File: config.mk
export PLATFORM = sky130hd
export DESIGN_NAME = rcsb_bank
export DESIGN_NICKNAME = d
export VERILOG_FILES = /design/src/inc/rcsb_pkg.sv /design/src/verilog/rcsb_bank.sv
export SDC_FILE = /design/constraint.sdc
export NUM_CORES = 2
export LEC_CHECK = 0
export BUFFER_PORTS_ARGS = -buffer_cell sky130_fd_sc_hd__buf_2
export CORE_UTILIZATION = 62
export CTS_BUF_LIST = sky130_fd_sc_hd__clkbuf_8 sky130_fd_sc_hd__clkbuf_16
export DETAILED_ROUTE_END_ITERATION = 8
export PLACE_DENSITY = 0.89
export SLEW_MARGIN = 20
export SYNTH_ARGS = -nofsm -noshare
export SYNTH_HDL_FRONTEND = slang
export SYNTH_SLANG_ARGS = --single-unit
File: constraint.sdc
create_clock -name CLK -period 26.3 [get_ports CLK]
set_clock_uncertainty 0.05 [all_clocks]
set_input_delay 1.315 -clock CLK [delete_from_list [all_inputs] [get_ports CLK]]
set_output_delay 1.315 -clock CLK [all_outputs]
set_load 0.02 [all_outputs]
File: src/inc/rcsb_pkg.sv
// Constants and types shared by the radio configuration and strobe bank.
package rcsb_pkg;
	// ------------------------------------------------------------------
	// Widths.
	// ------------------------------------------------------------------
	localparam int ADDR_W   = 6;
	localparam int BYTE_W   = 8;
	localparam int DATA_W   = 16;
	localparam int BUF_DEPTH = 2;
	// ------------------------------------------------------------------
	// Address byte layout and address map.
	// ------------------------------------------------------------------
	localparam int ADDR_RAM_BIT  = 7;
	localparam int ADDR_READ_BIT = 6;
	localparam logic [5:0] CMD_NOOP      = 6'h00;
	localparam logic [5:0] CMD_OSC_ON    = 6'h01;
	localparam logic [5:0] CMD_SYNTH_CAL = 6'h02;
	localparam logic [5:0] CMD_RX_ON     = 6'h03;
	localparam logic [5:0] CMD_TX_ON     = 6'h04;
	localparam logic [5:0] CMD_TX_CLEAR  = 6'h05;
	localparam logic [5:0] CMD_RF_OFF    = 6'h06;
	localparam logic [5:0] CMD_OSC_OFF   = 6'h07;
	localparam logic [5:0] CMD_RX_FLUSH  = 6'h08;
	localparam logic [5:0] CMD_TX_FLUSH  = 6'h09;
	localparam logic [5:0] CMD_ACK       = 6'h0a;
	localparam logic [5:0] CMD_ACK_PEND  = 6'h0b;
	localparam logic [5:0] CMD_RX_DEC    = 6'h0c;
	localparam logic [5:0] CMD_TX_ENC    = 6'h0d;
	localparam logic [5:0] CMD_AES       = 6'h0e;
	localparam logic [5:0] CFG_FIRST     = 6'h10;
	localparam logic [5:0] CFG_LAST      = 6'h30;
	localparam logic [5:0] SEC_CTRL_ADDR = 6'h19;
	localparam logic [5:0] FSM_VIEW_ADDR = 6'h2c;
	localparam logic [5:0] TX_PORT_ADDR  = 6'h3e;
	localparam logic [5:0] RX_PORT_ADDR  = 6'h3f;
	localparam int CFG_COUNT = 33;
	// ------------------------------------------------------------------
	// Fields and reset values.
	// ------------------------------------------------------------------
	localparam int SOFT_RESET_BIT = 15;
	localparam int SEC_MODE_LSB   = 0;
	localparam int SEC_MODE_W     = 2;
	localparam logic [15:0] MAIN_RESET_VAL = 16'h8000;
	localparam logic [15:0] CFG_RESET_VAL  = 16'h0000;
	localparam logic [2:0]  LAST_BIT       = 3'h7;
	// ------------------------------------------------------------------
	// Status byte bit positions.
	// ------------------------------------------------------------------
	localparam int ST_OSC_RUN = 6;
	localparam int ST_TX_OVF  = 5;
	localparam int ST_ENC_BSY = 4;
	localparam int ST_TX_ON   = 3;
	localparam int ST_SYNTH   = 2;
	localparam int ST_RX_ON   = 1;
	// ------------------------------------------------------------------
	// Serial transfer phase, one-hot.
	// ------------------------------------------------------------------
	typedef enum logic [3:0] {
		SP_IDLE = 4'b0001,
		SP_ADDR = 4'b0010,
		SP_DATA = 4'b0100,
		SP_SKIP = 4'b1000
	} rcsb_phase_t;
endpackage

File: src/verilog/rcsb_bank.sv
// Serial register bank and command strobe decoder of the packet radio.
`timescale 1ns/1ps
module rcsb_bank
	import rcsb_pkg::*;
(
	input  wire logic                  CLK,
	input  wire logic                  RST,
	input  wire logic                  SCLK,
	input  wire logic                  CSN,
	input  wire logic                  SI,
	output logic                       SO,
	output logic                       SO_OE,
	input  wire logic                  CCA,
	input  wire logic                  ENC_IDLE,
	input  wire logic [BYTE_W-1:0]     RX_BYTE,
	output logic                       RX_POP,
	output logic [BYTE_W-1:0]          TX_DATA,
	output logic                       TX_VALID,
	input  wire logic                  TX_READY,
	output logic                       OSC_PD,
	output logic                       BIAS_POWERDOWN,
	output logic                       SYNTH_ON,
	output logic                       SYNTH_CAL,
	output logic                       RX_ON,
	output logic                       TX_ON,
	output logic                       RX_FLUSH,
	output logic                       TX_FLUSH,
	output logic                       ACK_SEND,
	output logic                       ACK_PENDING,
	output logic                       RX_DECRYPT,
	output logic                       TX_ENCRYPT,
	output logic                       AES_START,
	output logic [SEC_MODE_W-1:0]      SEC_MODE
);
	// ------------------------------------------------------------------
	// Helper functions.
	// ------------------------------------------------------------------
	// True for an address inside the configuration window.
	function automatic logic in_cfg(input logic [5:0] a);
		in_cfg = (a >= CFG_FIRST) && (a <= CFG_LAST);
	endfunction

	// True for a command strobe address.
	function automatic logic is_strobe(input logic [5:0] a);
		is_strobe = (a <= CMD_AES);
	endfunction

	// ------------------------------------------------------------------
	// Pin synchronisers.
	// ------------------------------------------------------------------
	logic [2:0]  s1_reg;       // First stage: SI, CSN, SCLK.
	logic [2:0]  s2_reg;       // Second stage.
	logic [2:0]  s3_reg;       // Third stage.
	logic [2:0]  filt_reg;     // Accepted pin levels.
	logic [2:0]  filt_next;    // Level accepted when stages two and three agree.
	logic        sclk_rise;    // Serial clock rising edge seen.
	logic        sclk_fall;    // Serial clock falling edge seen.
	logic        csn_fall;     // Chip select asserted.
	logic        csn_high;     // Chip select released.
	logic        si_val;       // Serial data level.

	assign filt_next = (s2_reg ~^ s3_reg) & s3_reg | ~(s2_reg ^~ s3_reg) & filt_reg;
	assign sclk_rise = filt_next[0] & ~filt_reg[0];
	assign sclk_fall = ~filt_next[0] & filt_reg[0];
	assign csn_fall  = ~filt_next[1] & filt_reg[1];
	assign csn_high  = filt_next[1];
	assign si_val    = filt_next[2];

	// Shift the pins through three stages and keep the agreed level.
	always_ff @(posedge CLK or posedge RST)
	begin
		if (RST)
		begin
			s1_reg   <= 3'h2;
			s2_reg   <= 3'h2;
			s3_reg   <= 3'h2;
			filt_reg <= 3'h2;
		end
		else
		begin
			s1_reg   <= {SI, CSN, SCLK};
			s2_reg   <= s1_reg;
			s3_reg   <= s2_reg;
			filt_reg <= filt_next;
		end
	end

	// ------------------------------------------------------------------
	// Serial byte framing.
	// ------------------------------------------------------------------
	rcsb_phase_t      phase_reg;   // Transfer phase.
	logic [2:0]       bit_reg;     // Bit index within the byte.
	logic [1:0]       byte_reg;    // Data byte index, saturating.
	logic [7:0]       sh_reg;      // Input shift register.
	logic [7:0]       addr_reg;    // Latched address byte.
	logic [7:0]       hi_reg;      // Upper data byte of a write.
	logic [7:0]       lo_reg;      // Lower byte kept for a read.
	logic             byte_done;   // Last bit of a byte sampled.
	logic [7:0]       byte_val;    // Completed byte.
	logic             addr_done;   // Address byte completed.
	logic             data_done;   // Data byte completed.
	logic [5:0]       a_now;       // Address of the byte being completed.
	logic [5:0]       a_cur;       // Address of the transfer.
	logic             rd_now;      // Read bit of the address byte.
	logic             ram_now;     // RAM access bit of the address byte.

	assign byte_done = sclk_rise & (bit_reg == LAST_BIT) & (phase_reg != SP_IDLE);
	assign byte_val  = {sh_reg[6:0], si_val};
	assign addr_done = byte_done & (phase_reg == SP_ADDR);
	assign data_done = byte_done & (phase_reg == SP_DATA);
	assign a_now     = byte_val[ADDR_W-1:0];
	assign rd_now    = byte_val[ADDR_READ_BIT];
	assign ram_now   = byte_val[ADDR_RAM_BIT];
	assign a_cur     = addr_reg[ADDR_W-1:0];

	// Count bits and bytes; strobes skip any further bytes.
	always_ff @(posedge CLK or posedge RST)
	begin
		if (RST)
		begin
			phase_reg <= SP_IDLE;
			bit_reg   <= 3'h0;
			byte_reg  <= 2'h0;
			sh_reg    <= 8'h00;
			addr_reg  <= 8'h00;
			hi_reg    <= 8'h00;
		end
		else if (csn_high)
			phase_reg <= SP_IDLE;
		else if (csn_fall)
		begin
			phase_reg <= SP_ADDR;
			bit_reg   <= 3'h0;
			byte_reg  <= 2'h0;
		end
		else if (sclk_rise && phase_reg != SP_IDLE)
		begin
			sh_reg  <= byte_val;
			bit_reg <= bit_reg + 3'h1;
			case (phase_reg)
				SP_ADDR:
				begin
					if (byte_done)
					begin
						addr_reg  <= byte_val;
						// A strobe needs no data bytes; RAM access is not served.
						phase_reg <= (is_strobe(a_now) || ram_now) ? SP_SKIP : SP_DATA;
					end
				end
				SP_DATA:
				begin
					if (byte_done)
					begin
						hi_reg   <= (byte_reg == 2'h0) ? byte_val : hi_reg;
						byte_reg <= (byte_reg == 2'h3) ? byte_reg : byte_reg + 2'h1;
					end
				end
				SP_SKIP:
					phase_reg <= SP_SKIP;
				default:
					phase_reg <= SP_IDLE;
			endcase
		end
	end

	// ------------------------------------------------------------------
	// Configuration registers.
	// ------------------------------------------------------------------
	logic [15:0]      main_reg;                  // Main control, pin reset only.
	logic [15:0]      cfg_mem [1:CFG_COUNT-1];   // Remaining configuration words.
	logic             soft_rst;                  // Chip reset held by the main bit.
	logic             cfg_wr;                    // Second data byte of a write.
	logic [15:0]      wr_word;                   // Word being written.
	logic [5:0]       idx_cur;                   // Array index of the transfer.
	logic [5:0]       idx_now;                   // Array index of a fresh address.
	logic [15:0]      fsm_view;                  // Radio state read back.
	logic [15:0]      rd_word;                   // Word read at a fresh address.

	assign soft_rst = ~main_reg[SOFT_RESET_BIT];
	assign cfg_wr   = data_done & (byte_reg == 2'h1) & ~addr_reg[ADDR_READ_BIT] & in_cfg(a_cur);
	assign wr_word  = {hi_reg, byte_val};
	assign idx_cur  = a_cur - CFG_FIRST;
	assign idx_now  = a_now - CFG_FIRST;
	assign rd_word  = !in_cfg(a_now) ? 16'h0000 :
		(a_now == CFG_FIRST) ? main_reg :
		(a_now == FSM_VIEW_ADDR) ? fsm_view : cfg_mem[idx_now];

	// Main control stores exactly what is written and ignores soft reset.
	always_ff @(posedge CLK or posedge RST)
	begin
		if (RST)
			main_reg <= MAIN_RESET_VAL;
		else if (cfg_wr && a_cur == CFG_FIRST)
			main_reg <= wr_word;
	end

	// The other words return to defaults on either reset.
	always_ff @(posedge CLK or posedge RST)
	begin
		if (RST)
		begin
			for (int i = 1; i < CFG_COUNT; i++)
				cfg_mem[i] <= CFG_RESET_VAL;
		end
		else if (soft_rst)
		begin
			// The soft reset acts on the clock, so only the pin is asynchronous.
			for (int i = 1; i < CFG_COUNT; i++)
				cfg_mem[i] <= CFG_RESET_VAL;
		end
		else if (cfg_wr && a_cur != CFG_FIRST && a_cur != FSM_VIEW_ADDR)
			cfg_mem[idx_cur] <= wr_word;
	end

	assign SEC_MODE = cfg_mem[SEC_CTRL_ADDR-CFG_FIRST][SEC_MODE_LSB+:SEC_MODE_W];

	// ------------------------------------------------------------------
	// Strobe decoding and radio control.
	// ------------------------------------------------------------------
	logic        osc_pd_reg, bias_powerdown_reg, synth_reg, rx_reg, tx_reg;
	logic        cal_done_reg;   // Synthesizer already calibrated.
	logic        cal_reg;        // Calibration pulse.
	logic        rxf_reg;        // Receive flush pulse.
	logic        txf_reg;        // Transmit flush pulse.
	logic        ack_reg;        // Acknowledge send pulse.
	logic        pend_reg;       // Pending field of the acknowledge.
	logic        dec_reg;        // Inline decryption pulse.
	logic        enc_reg;        // Inline encryption pulse.
	logic        aes_reg;        // Stand-alone encryption pulse.
	logic        hit;            // A strobe address arrived.
	logic        sec_on;         // Inline security selected.
	logic        go_tx;          // Transmit strobe takes effect.
	logic        cal_now;        // Calibration wanted by a strobe.

	assign hit     = addr_done & ~ram_now & is_strobe(a_now);
	assign sec_on  = (SEC_MODE != '0);
	assign go_tx   = hit & ((a_now == CMD_TX_ON) | (a_now == CMD_TX_CLEAR) & CCA);
	assign cal_now = hit & (a_now == CMD_SYNTH_CAL) |
		go_tx & ((a_now == CMD_TX_CLEAR) | ~cal_done_reg);
	assign fsm_view = {10'h000, cal_done_reg, tx_reg, rx_reg, synth_reg, bias_powerdown_reg, osc_pd_reg};

	// Radio level controls; the noop strobe falls to the default branch.
	always_ff @(posedge CLK or posedge RST)
	begin
		if (RST)
		begin
			osc_pd_reg   <= 1'b1;
			bias_powerdown_reg  <= 1'b1;
			synth_reg    <= 1'b0;
			rx_reg       <= 1'b0;
			tx_reg       <= 1'b0;
			cal_done_reg <= 1'b0;
		end
		else if (soft_rst)
		begin
			// Soft reset holds the radio at its defaults on the clock.
			osc_pd_reg   <= 1'b1;
			bias_powerdown_reg  <= 1'b1;
			synth_reg    <= 1'b0;
			rx_reg       <= 1'b0;
			tx_reg       <= 1'b0;
			cal_done_reg <= 1'b0;
		end
		else if (hit)
		begin
			cal_done_reg <= cal_done_reg | cal_now;
			case (a_now)
				CMD_OSC_ON:
				begin
					osc_pd_reg  <= 1'b0;
					bias_powerdown_reg <= 1'b0;
				end
				CMD_SYNTH_CAL:
				begin
					synth_reg <= 1'b1;
					rx_reg    <= 1'b0;
					tx_reg    <= 1'b0;
				end
				CMD_RX_ON:
				begin
					synth_reg <= 1'b1;
					rx_reg    <= 1'b1;
					tx_reg    <= 1'b0;
				end
				CMD_TX_ON, CMD_TX_CLEAR:
				begin
					// A busy channel leaves the radio as it was.
					synth_reg <= synth_reg | go_tx;
					tx_reg    <= tx_reg | go_tx;
					rx_reg    <= rx_reg & ~go_tx;
				end
				CMD_RF_OFF:
				begin
					{synth_reg, rx_reg, tx_reg} <= 3'h0;
					cal_done_reg <= 1'b0;
				end
				CMD_OSC_OFF:
				begin
					{synth_reg, rx_reg, tx_reg} <= 3'h0;
					{osc_pd_reg, bias_powerdown_reg} <= 2'h3;
					cal_done_reg <= 1'b0;
				end
				default:
					osc_pd_reg <= osc_pd_reg;
			endcase
		end
	end

	// One-cycle command pulses and the held pending field for the radio datapath.
	always_ff @(posedge CLK or posedge RST)
	begin
		if (RST)
		begin
			{cal_reg, rxf_reg, txf_reg, ack_reg} <= 4'h0;
			{pend_reg, dec_reg, enc_reg, aes_reg} <= 4'h0;
		end
		else if (soft_rst)
		begin
			// No command pulse leaves the bank while soft reset is held.
			{cal_reg, rxf_reg, txf_reg, ack_reg} <= 4'h0;
			{pend_reg, dec_reg, enc_reg, aes_reg} <= 4'h0;
		end
		else
		begin
			cal_reg  <= cal_now;
			rxf_reg  <= hit & (a_now == CMD_RX_FLUSH);
			txf_reg  <= hit & (a_now == CMD_TX_FLUSH);
			ack_reg  <= hit & ((a_now == CMD_ACK) | (a_now == CMD_ACK_PEND));
			pend_reg <= (hit & (a_now == CMD_ACK)) ? 1'b0 :
				(hit & (a_now == CMD_ACK_PEND)) ? 1'b1 : pend_reg;
			dec_reg  <= hit & (a_now == CMD_RX_DEC) & sec_on;
			enc_reg  <= hit & (a_now == CMD_TX_ENC) & sec_on | go_tx & sec_on;
			aes_reg  <= hit & (a_now == CMD_AES) & ENC_IDLE;
		end
	end

	assign {OSC_PD, BIAS_POWERDOWN, SYNTH_ON, RX_ON, TX_ON} =
		{osc_pd_reg, bias_powerdown_reg, synth_reg, rx_reg, tx_reg};
	assign {SYNTH_CAL, RX_FLUSH, TX_FLUSH, ACK_SEND} = {cal_reg, rxf_reg, txf_reg, ack_reg};
	assign {ACK_PENDING, RX_DECRYPT, TX_ENCRYPT, AES_START} = {pend_reg, dec_reg, enc_reg, aes_reg};

	// ------------------------------------------------------------------
	// Transmit byte buffer, two entries.
	// ------------------------------------------------------------------
	logic [7:0]  head_reg;    // Oldest byte, offered downstream.
	logic [7:0]  tail_reg;    // Second byte.
	logic [1:0]  cnt_reg;     // Entries held.
	logic [1:0]  cnt_next;    // Entries after this cycle.
	logic        valid_reg;   // Downstream valid.
	logic        ovf_reg;     // A byte arrived with no room.
	logic        push_req;    // Byte written to the transmit port.
	logic        pop;         // Downstream took the head.
	logic        room;        // Filling side ready.
	logic        push;        // Byte accepted.

	// Writes only; the port never feeds data back out.
	assign push_req = data_done & (a_cur == TX_PORT_ADDR) & ~addr_reg[ADDR_READ_BIT] &
		~osc_pd_reg;
	assign pop      = valid_reg & TX_READY;
	assign room     = (cnt_reg < 2'(BUF_DEPTH)) | pop;
	assign push     = push_req & room;
	assign cnt_next = txf_reg ? 2'h0 : cnt_reg + 2'(push) - 2'(pop);

	// Keep order, head first, and drop a byte that meets a full buffer.
	always_ff @(posedge CLK or posedge RST)
	begin
		if (RST)
		begin
			{head_reg, tail_reg} <= 16'h0000;
			cnt_reg   <= 2'h0;
			valid_reg <= 1'b0;
			ovf_reg   <= 1'b0;
		end
		else
		begin
			cnt_reg   <= cnt_next;
			valid_reg <= (cnt_next != 2'h0);
			// A new overflow wins over the flush that clears the flag.
			ovf_reg   <= (push_req & ~room) | (ovf_reg & ~txf_reg);
			if (pop && cnt_reg == 2'h2)
				head_reg <= tail_reg;
			if (push && (cnt_reg == 2'h0 || (pop && cnt_reg == 2'h1)))
				head_reg <= byte_val;
			else if (push)
				tail_reg <= byte_val;
		end
	end

	assign TX_DATA  = head_reg;
	assign TX_VALID = valid_reg;

	// ------------------------------------------------------------------
	// Serial output.
	// ------------------------------------------------------------------
	logic [7:0]  out_reg;     // Output shift register.
	logic        so_reg;      // Serial data output.
	logic        oe_reg;      // Output driven while selected.
	logic        hold_reg;    // Keep the fresh MSB over one falling edge.
	logic        pop_reg;     // Receive byte taken.
	logic [7:0]  status;      // Status byte.
	logic        rx_rd;       // Receive port read byte boundary.
	logic        load;        // New byte to present.
	logic [7:0]  load_val;    // Byte presented next.

	assign status = {1'b0, ~osc_pd_reg, ovf_reg, ~ENC_IDLE, tx_reg, synth_reg, rx_reg, 1'b0};
	assign rx_rd  = (addr_done & (a_now == RX_PORT_ADDR) & rd_now & ~ram_now |
		data_done & (a_cur == RX_PORT_ADDR) & addr_reg[ADDR_READ_BIT]) & ~osc_pd_reg;
	assign load   = csn_fall | addr_done | data_done;
	assign load_val = csn_fall ? status :
		rx_rd ? RX_BYTE :
		(addr_done & rd_now & ~ram_now) ? rd_word[15:8] :
		(data_done & addr_reg[ADDR_READ_BIT] & (byte_reg == 2'h0)) ? lo_reg :
		((addr_done ? a_now : a_cur) == TX_PORT_ADDR) ? status : 8'h00;

	// Present a byte at each boundary and shift after falling edges.
	always_ff @(posedge CLK or posedge RST)
	begin
		if (RST)
		begin
			{out_reg, lo_reg} <= 16'h0000;
			{so_reg, oe_reg, hold_reg, pop_reg} <= 4'h0;
		end
		else
		begin
			oe_reg  <= ~csn_high;
			pop_reg <= rx_rd;
			lo_reg  <= addr_done ? rd_word[7:0] : lo_reg;
			if (load)
			begin
				out_reg  <= load_val;
				so_reg   <= load_val[7];
				hold_reg <= ~csn_fall;
			end
			else if (sclk_fall && !hold_reg)
			begin
				out_reg <= {out_reg[6:0], 1'b0};
				so_reg  <= out_reg[6];
			end
			else if (sclk_fall)
				hold_reg <= 1'b0;
		end
	end

	assign SO     = so_reg;
	assign SO_OE  = oe_reg;
	assign RX_POP = pop_reg;
endmodule

## Word level (Yosys, flattened, before mapping)

Index checks and enable logic that the tools add are counted.

| word-level totals | value |
|---|---|
| bits of input ports | 16 |
| output and inout port bits | 27 |
| logic and storage cells | 311 |
| register bits | 623 |

| cells by class | value |
|---|---|
| mux-type cells | 65 |
| order comparisons | 9 |
| bitwise operators | 79 |
| equality and inequality tests | 43 |
| add/sub/neg operators | 6 |
| reduce and logical (&&, ||, !) cells | 42 |

Operators with widths:

| cell | number |
|---|---|
| $mux W512 | 2 |
| $bwmux W512 | 1 |
| $bmux W16 S6 | 1 |
| $demux W16 S6 | 1 |
| $mux W16 | 6 |
| $mux W8 | 6 |
| $and A1 B1 Y1 | 46 |
| $eq A6 B4 Y1 const B | 7 |
| $eq A6 B6 Y1 const B | 5 |
| $mux W1 | 26 |
| $eq A6 B3 Y1 const B | 4 |
| $mux W7 | 3 |
| $mux W4 | 5 |
| $reduce_bool A2 Y1 | 8 |
| $ge A7 B7 Y1 const B | 2 |
| $not A6 Y7 | 2 |
| $reduce_and A2 Y1 | 7 |
| $not A1 Y1 | 13 |
| $or A1 B1 Y1 | 13 |
| $eq A6 B2 Y1 const B | 2 |
| $eq A6 B5 Y1 const B | 2 |
| $ge A6 B5 Y1 const B | 2 |
| $le A6 B6 Y1 const B | 2 |
| $mux W2 | 6 |
| other kinds (46) | 72 |

## Depth between registers and ports, before layout

| logic depth | value |
|---|---|
| depth after elaboration | 17 |
| mapped depth | 13 |

## Worst setup path after synthesis

OpenSTA, ideal clock, no wires.

| timing | value |
|---|---|
| kind | reg2reg |
| start point | register bit_reg[0] |
| end point | register valid_reg, in the netlist TX_VALID |
| period minus slack after synthesis | 2.995 ns |
| path slack | 23.305 ns |
| cell stages (with the launch flop) | 14 |
| arrival time | 2.817 ns |
| setup time | 0.127 ns |
| cell sequence | dfrtp_1 -> ha_1 -> ha_1 -> nor3b_2 -> nand3_1 -> or4_1 -> nand2b_1 -> ha_1 -> inv_1 -> ha_1 -> xor2_1 -> xnor2_1 -> nor2_1 -> or2_2 |

| between the ends | value |
|---|---|
| longest elaborated chain between the ends | 12 |

Ends and longest elaborated chain:

| element | RTL line | text |
|---|---|---|
| start: declaration | rcsb_bank.sv:92 | `logic [2:0] bit_reg;` |
| start signal: assignment | rcsb_bank.sv:139 | `bit_reg <= bit_reg + 3'h1;` |
| $eq A3 B3 Y1 | rcsb_bank.sv:107 | `assign byte_done = sclk_rise & (bit_reg == LAST_BIT) & (phase_reg != SP_IDLE);` |
| $and A1 B1 Y1 (2 in a row) | rcsb_bank.sv:107 |  |
| $and A1 B1 Y1 | rcsb_bank.sv:110 | `assign data_done = byte_done & (phase_reg == SP_DATA);` |
| $and A1 B1 Y1 (3 in a row) | rcsb_bank.sv:357 | `assign push_req = data_done & (a_cur == TX_PORT_ADDR) & ~addr_reg[ADDR_READ_BIT] &` |
| $and A1 B1 Y1 | rcsb_bank.sv:361 | `assign push = push_req & room;` |
| $add A2 B1 Y2 | rcsb_bank.sv:362 | `assign cnt_next = txf_reg ? 2'h0 : cnt_reg + 2'(push) - 2'(pop);` |
| $sub A2 B1 Y2 | rcsb_bank.sv:362 |  |
| $mux W2 | rcsb_bank.sv:362 |  |
| via cnt_next[1] | rcsb_bank.sv:348 | `logic [1:0] cnt_next;` |
| $reduce_bool A2 Y1 | rcsb_bank.sv:377 | `valid_reg <= (cnt_next != 2'h0);` |
| end signal: assignment | rcsb_bank.sv:377 |  |
| end: declaration | rcsb_bank.sv:349 | `logic valid_reg;` |

The timed path passes the listed nets, and every way through them passes these cells.
A chain may end at the register's enable or synchronous reset.

## Worst setup path in the final report

| timing | value |
|---|---|
| start point | register s2_reg[2] |
| end point | register out_reg[5] |

| between the ends | value |
|---|---|
| longest elaborated chain between the ends | 16 |
| elaborated cells on any way between the ends | 32 |
| those cells by class | 1 x add/sub; 2 x order compare; 4 x eq/ne; 13 x mux; 11 x bitwise; 1 x reduce/logical |

Ends and longest elaborated chain:

| element | RTL line | text |
|---|---|---|
| start: declaration | rcsb_bank.sv:52 | `logic [2:0] s2_reg;` |
| start signal: assignment | rcsb_bank.sv:82 | `s2_reg <= s1_reg;` |
| $xnor A3 B3 Y3 (*) | rcsb_bank.sv:62 | `assign filt_next = (s2_reg ~^ s3_reg) & s3_reg \| ~(s2_reg ^~ s3_reg) & filt_reg;` |
| $not A3 Y3 | rcsb_bank.sv:62 |  |
| $and A3 B3 Y3 | rcsb_bank.sv:62 |  |
| $or A3 B3 Y3 (*) | rcsb_bank.sv:62 |  |
| $sub A6 B5 Y6 | rcsb_bank.sv:183 | `assign idx_now = a_now - CFG_FIRST;` |
| $not A6 Y7 (not written as such) | rcsb_bank.sv:186 | `(a_now == FSM_VIEW_ADDR) ? fsm_view : cfg_mem[idx_now];` |
| $bmux W16 S6 | rcsb_bank.sv:186 |  |
| $mux W16 (not written as such) (2 in a row) | rcsb_bank.sv:186 |  |
| $mux W16 | rcsb_bank.sv:186 |  |
| $mux W16 | rcsb_bank.sv:185 | `(a_now == CFG_FIRST) ? main_reg :` |
| $mux W16 | rcsb_bank.sv:184 | `assign rd_word = !in_cfg(a_now) ? 16'h0000 :` |
| $mux W8 | rcsb_bank.sv:411 | `(addr_done & rd_now & ~ram_now) ? rd_word[15:8] :` |
| $mux W8 (*) | rcsb_bank.sv:410 | `rx_rd ? RX_BYTE :` |
| $mux W8 (*) | rcsb_bank.sv:409 | `assign load_val = csn_fall ? status :` |
| $mux W7 (*) | rcsb_bank.sv:428 | `if (load)` |
| end signal: assignment | rcsb_bank.sv:430 | `out_reg <= load_val;` |
| end signal: assignment | rcsb_bank.sv:436 | `out_reg <= {out_reg[6:0], 1'b0};` |
| end: declaration | rcsb_bank.sv:395 | `logic [7:0] out_reg;` |

Mark *: on every way between the ends. The rest lies on a longest branch, timed or not. The select of a mux whose other input is x is not followed.

==> flow_metrics.env <==
export IMPL_min_period_over_period_pct=18.1
export IMPL_finalHoldViolations=0
export IMPL_synth_cells=3268
export IMPL_synth_nets=3296
export IMPL_final_setup_tns_ns=0
export IMPL_cp_arrival_ns=5.17
export IMPL_pre_cts_slack_ns=21.66
export IMPL_critPathMaxFanout=102
export IMPL_dp_hpwl_um=62000
export IMPL_detail_route_antenna_nets=0
export IMPL_fmax_mhz=210
export IMPL_drive_gt1_share_pct=11.8
export IMPL_io_buffers=42
export IMPL_place_inst=3760
export IMPL_cts_buffers=66
export IMPL_ctsResizeCount=0
export IMPL_vdd_ir_drop_max_mv=0.0457
export IMPL_ctsLongestPathBuffers=3
export IMPL_pwr_density_cell_nw_per_um2=63.0
export IMPL_first_iter_violations=3609
export IMPL_setup_viol=0
export IMPL_slew_headroom_pct=30.5
export IMPL_fin_ws_ns=21.53
export IMPL_final_core_util_pct=67.6
export IMPL_ys_seq_area_share_pct=49.5
export IMPL_synth_edf_count=0
export IMPL_area_growth_pct=7.71
export IMPL_gp_congestion=1.01
export IMPL_insertion_delay_ns=0.62
export IMPL_synthArstFlopShare_pct=100
export IMPL_drv_slew=0
export IMPL_holdWs_ns=0.298
export IMPL_critical_path_startpoint="s2_reg[2]"
export IMPL_drcViolationCount=0
export IMPL_p_leak_nw=13.0
export IMPL_final_cell_mix="nand2_1 (1137), dfrtp_1 (611), a21boi_0 (390)"
export IMPL_vias=26100
export IMPL_grt_use_total_pct=39.8
export IMPL_h_tree_depth=3
export IMPL_synth_warnings=0
export IMPL_finalInstanceArea_um2=33900
export IMPL_nNetsFinal=3185
export IMPL_wire_per_inst_um=26.0
export IMPL_fin_crit_ns=4.77
export IMPL_syn_area_per_cell_um2=9.64
export IMPL_cts_hold_buf=0
export IMPL_timing_rr_start="s2_reg[2]"
export IMPL_ios=43
export IMPL_outcome="complete, no violations"
export IMPL_criticalPathCategory="flop to flop"
export IMPL_die_h_um=227
export IMPL_clock_sinks=623
export IMPL_hp_start="s1_reg[0]"
export IMPL_rsz0062_at_grt="no"
export IMPL_initial_utilization_pct=62.8
export IMPL_cp_end_kind="flop"
export IMPL_dpl_cell_area_um2=31700
export IMPL_drt_pass1_iterations=8
export IMPL_ys_flop_type="dfrtp_1"
export IMPL_ys_ff_latch=623
export IMPL_clk_pin_slew_worst_paths_ns=0.06
export IMPL_cp_required_ns=26.71
export IMPL_tightest_slew_ns=1.04
export IMPL_core_region_area_um2=50200
export IMPL_power_mw=2.14
export IMPL_antenna_found_initial=1
export IMPL_netlist_area_um2=31500
export IMPL_grt_pass1_wl_um=153000
export IMPL_routed_wl_um=101000
export IMPL_cts_root_buf="clkbuf_16"
export IMPL_rows=82
export IMPL_drv_cap=0
export IMPL_largest_register_ffs=510
export IMPL_cts_setup_buffers=0
export IMPL_grt_overflow=0
export IMPL_vias_per_cell=6.73
export IMPL_ys_types=92
export IMPL_die_width_um=227
export IMPL_cts_tree="built"
export IMPL_layout_commonest_cell="nand2_1"
export IMPL_grt_max_degree=335
export IMPL_holdCritPathClass="flop to flop"
export IMPL_grt_pass1_vias=25800
export IMPL_fin_cells=3879
export IMPL_die_area_um2=51700
export IMPL_start_kind="flop"
==> where the power goes <==
part,internal [mW],switching [mW]
Clock,0.547,0.396
Sequential,0.965,0.0195
Combinational,0.0568,0.152
==> critical path, cell delays in order, from the launching register on <==
cell     delay (ns)
dfrtp_1        0.43
a21o_1         0.17
o21ai_4        0.06
buf_4          0.28
inv_8          0.61
buf_4          0.71
buf_4          0.69
mux4_2         0.41
mux2i_1        0.24
o22ai_1        0.11
o31ai_1        0.57
a32oi_1        0.20
==> path summary, 6_finish.rpt <==
kind                                 to  slack (ns)  cells past startpoint
setup / recovery             out_reg[5]       21.53                     11
hold / removal                s2_reg[0]        0.30                      0
setup reg to reg             out_reg[5]       21.53                     11
hold reg to reg               s2_reg[0]        0.30                      0
max in group asynchronous  cfg_mem[421]       22.87                      4
min in group asynchronous  cfg_mem[485]        0.88                      2
==> Yosys cell counts, types with 7 or more instances <==
cell type  number  area (um2)
nor2_4         15         169
nor2b_1        11        68.8
a21oi_1        52         260
and3_1         15        93.8
buf_6          11         124
nor4_1          8        50.1
buf_1           7        26.3
dfrtp_1       616       15400
buf_2          45         225
dfstp_2         7         184
o21ai_0        39         195
o22ai_1        13        81.3
ha_1           12         150
mux4_2         92        2070
inv_1          17        63.8
nor2_1         81         304
nand3_1        44         220
a21boi_1      106         796
buf_4          27         203
nor3_1         20         100
mux2i_1        39         390
clkbuf_1      175         657
a22oi_1        24         180
a22o_1          9        78.8
a31oi_1        15        93.8
nand2b_1       10        62.6
a21boi_0      390        2930
and2_1         26         163
nand4_1        11        68.8
a211oi_1       15         113
mux2_2         33         372
a221oi_1       18         158
nand2_1      1137        4270
==> layout make-up <==
cell class | count | area, um2
Sequential cell | 623 | 15600
Timing Repair Buffer | 86 | 598
Antenna cell | 3 | 7.51
Multi-Input combinational cell | 2359 | 14600
Clock buffer | 78 | 1840
Fill cell | 3624 | 16300
Clock inverter | 37 | 317
Tap cell | 672 | 841
Inverter | 21 | 93.8
==> per-layer routing <==
| layer | up-vias | share of wire, % | track usage, % |
|---|---|---|---|
| met2 | 1885 | 45 | 59.6 |
| li1 | 10900 | - | - |
| met3 | 387 | 12 | 10.9 |
| met4 | 0 | 5.9 | 22.2 |
| met1 | 12900 | 37 | 52.8 |
| met5 | - | 0 | 0 |
==> logic make-up (layout without fill, tap and decap cells) <==
| logic type | count (synthesis) | count (layout) | synth area share (%) |
|---|---|---|---|
| simple gates | 1433 | 1433 | 19.4 |
| compound gates | 743 | 743 | 17.2 |
| flops | 623 | 623 | 49.5 |
| buf+inv | 286 | 222 | 4.19 |
| mux | 166 | 166 | 9.07 |
| fa+ha+maj | 13 | 13 | 0.509 |
| xor+xnor | 4 | 4 | 0.111 |
| other cells | 0 | 3 | 0 |
Note: power is estimated with default switching activity, not from simulation.
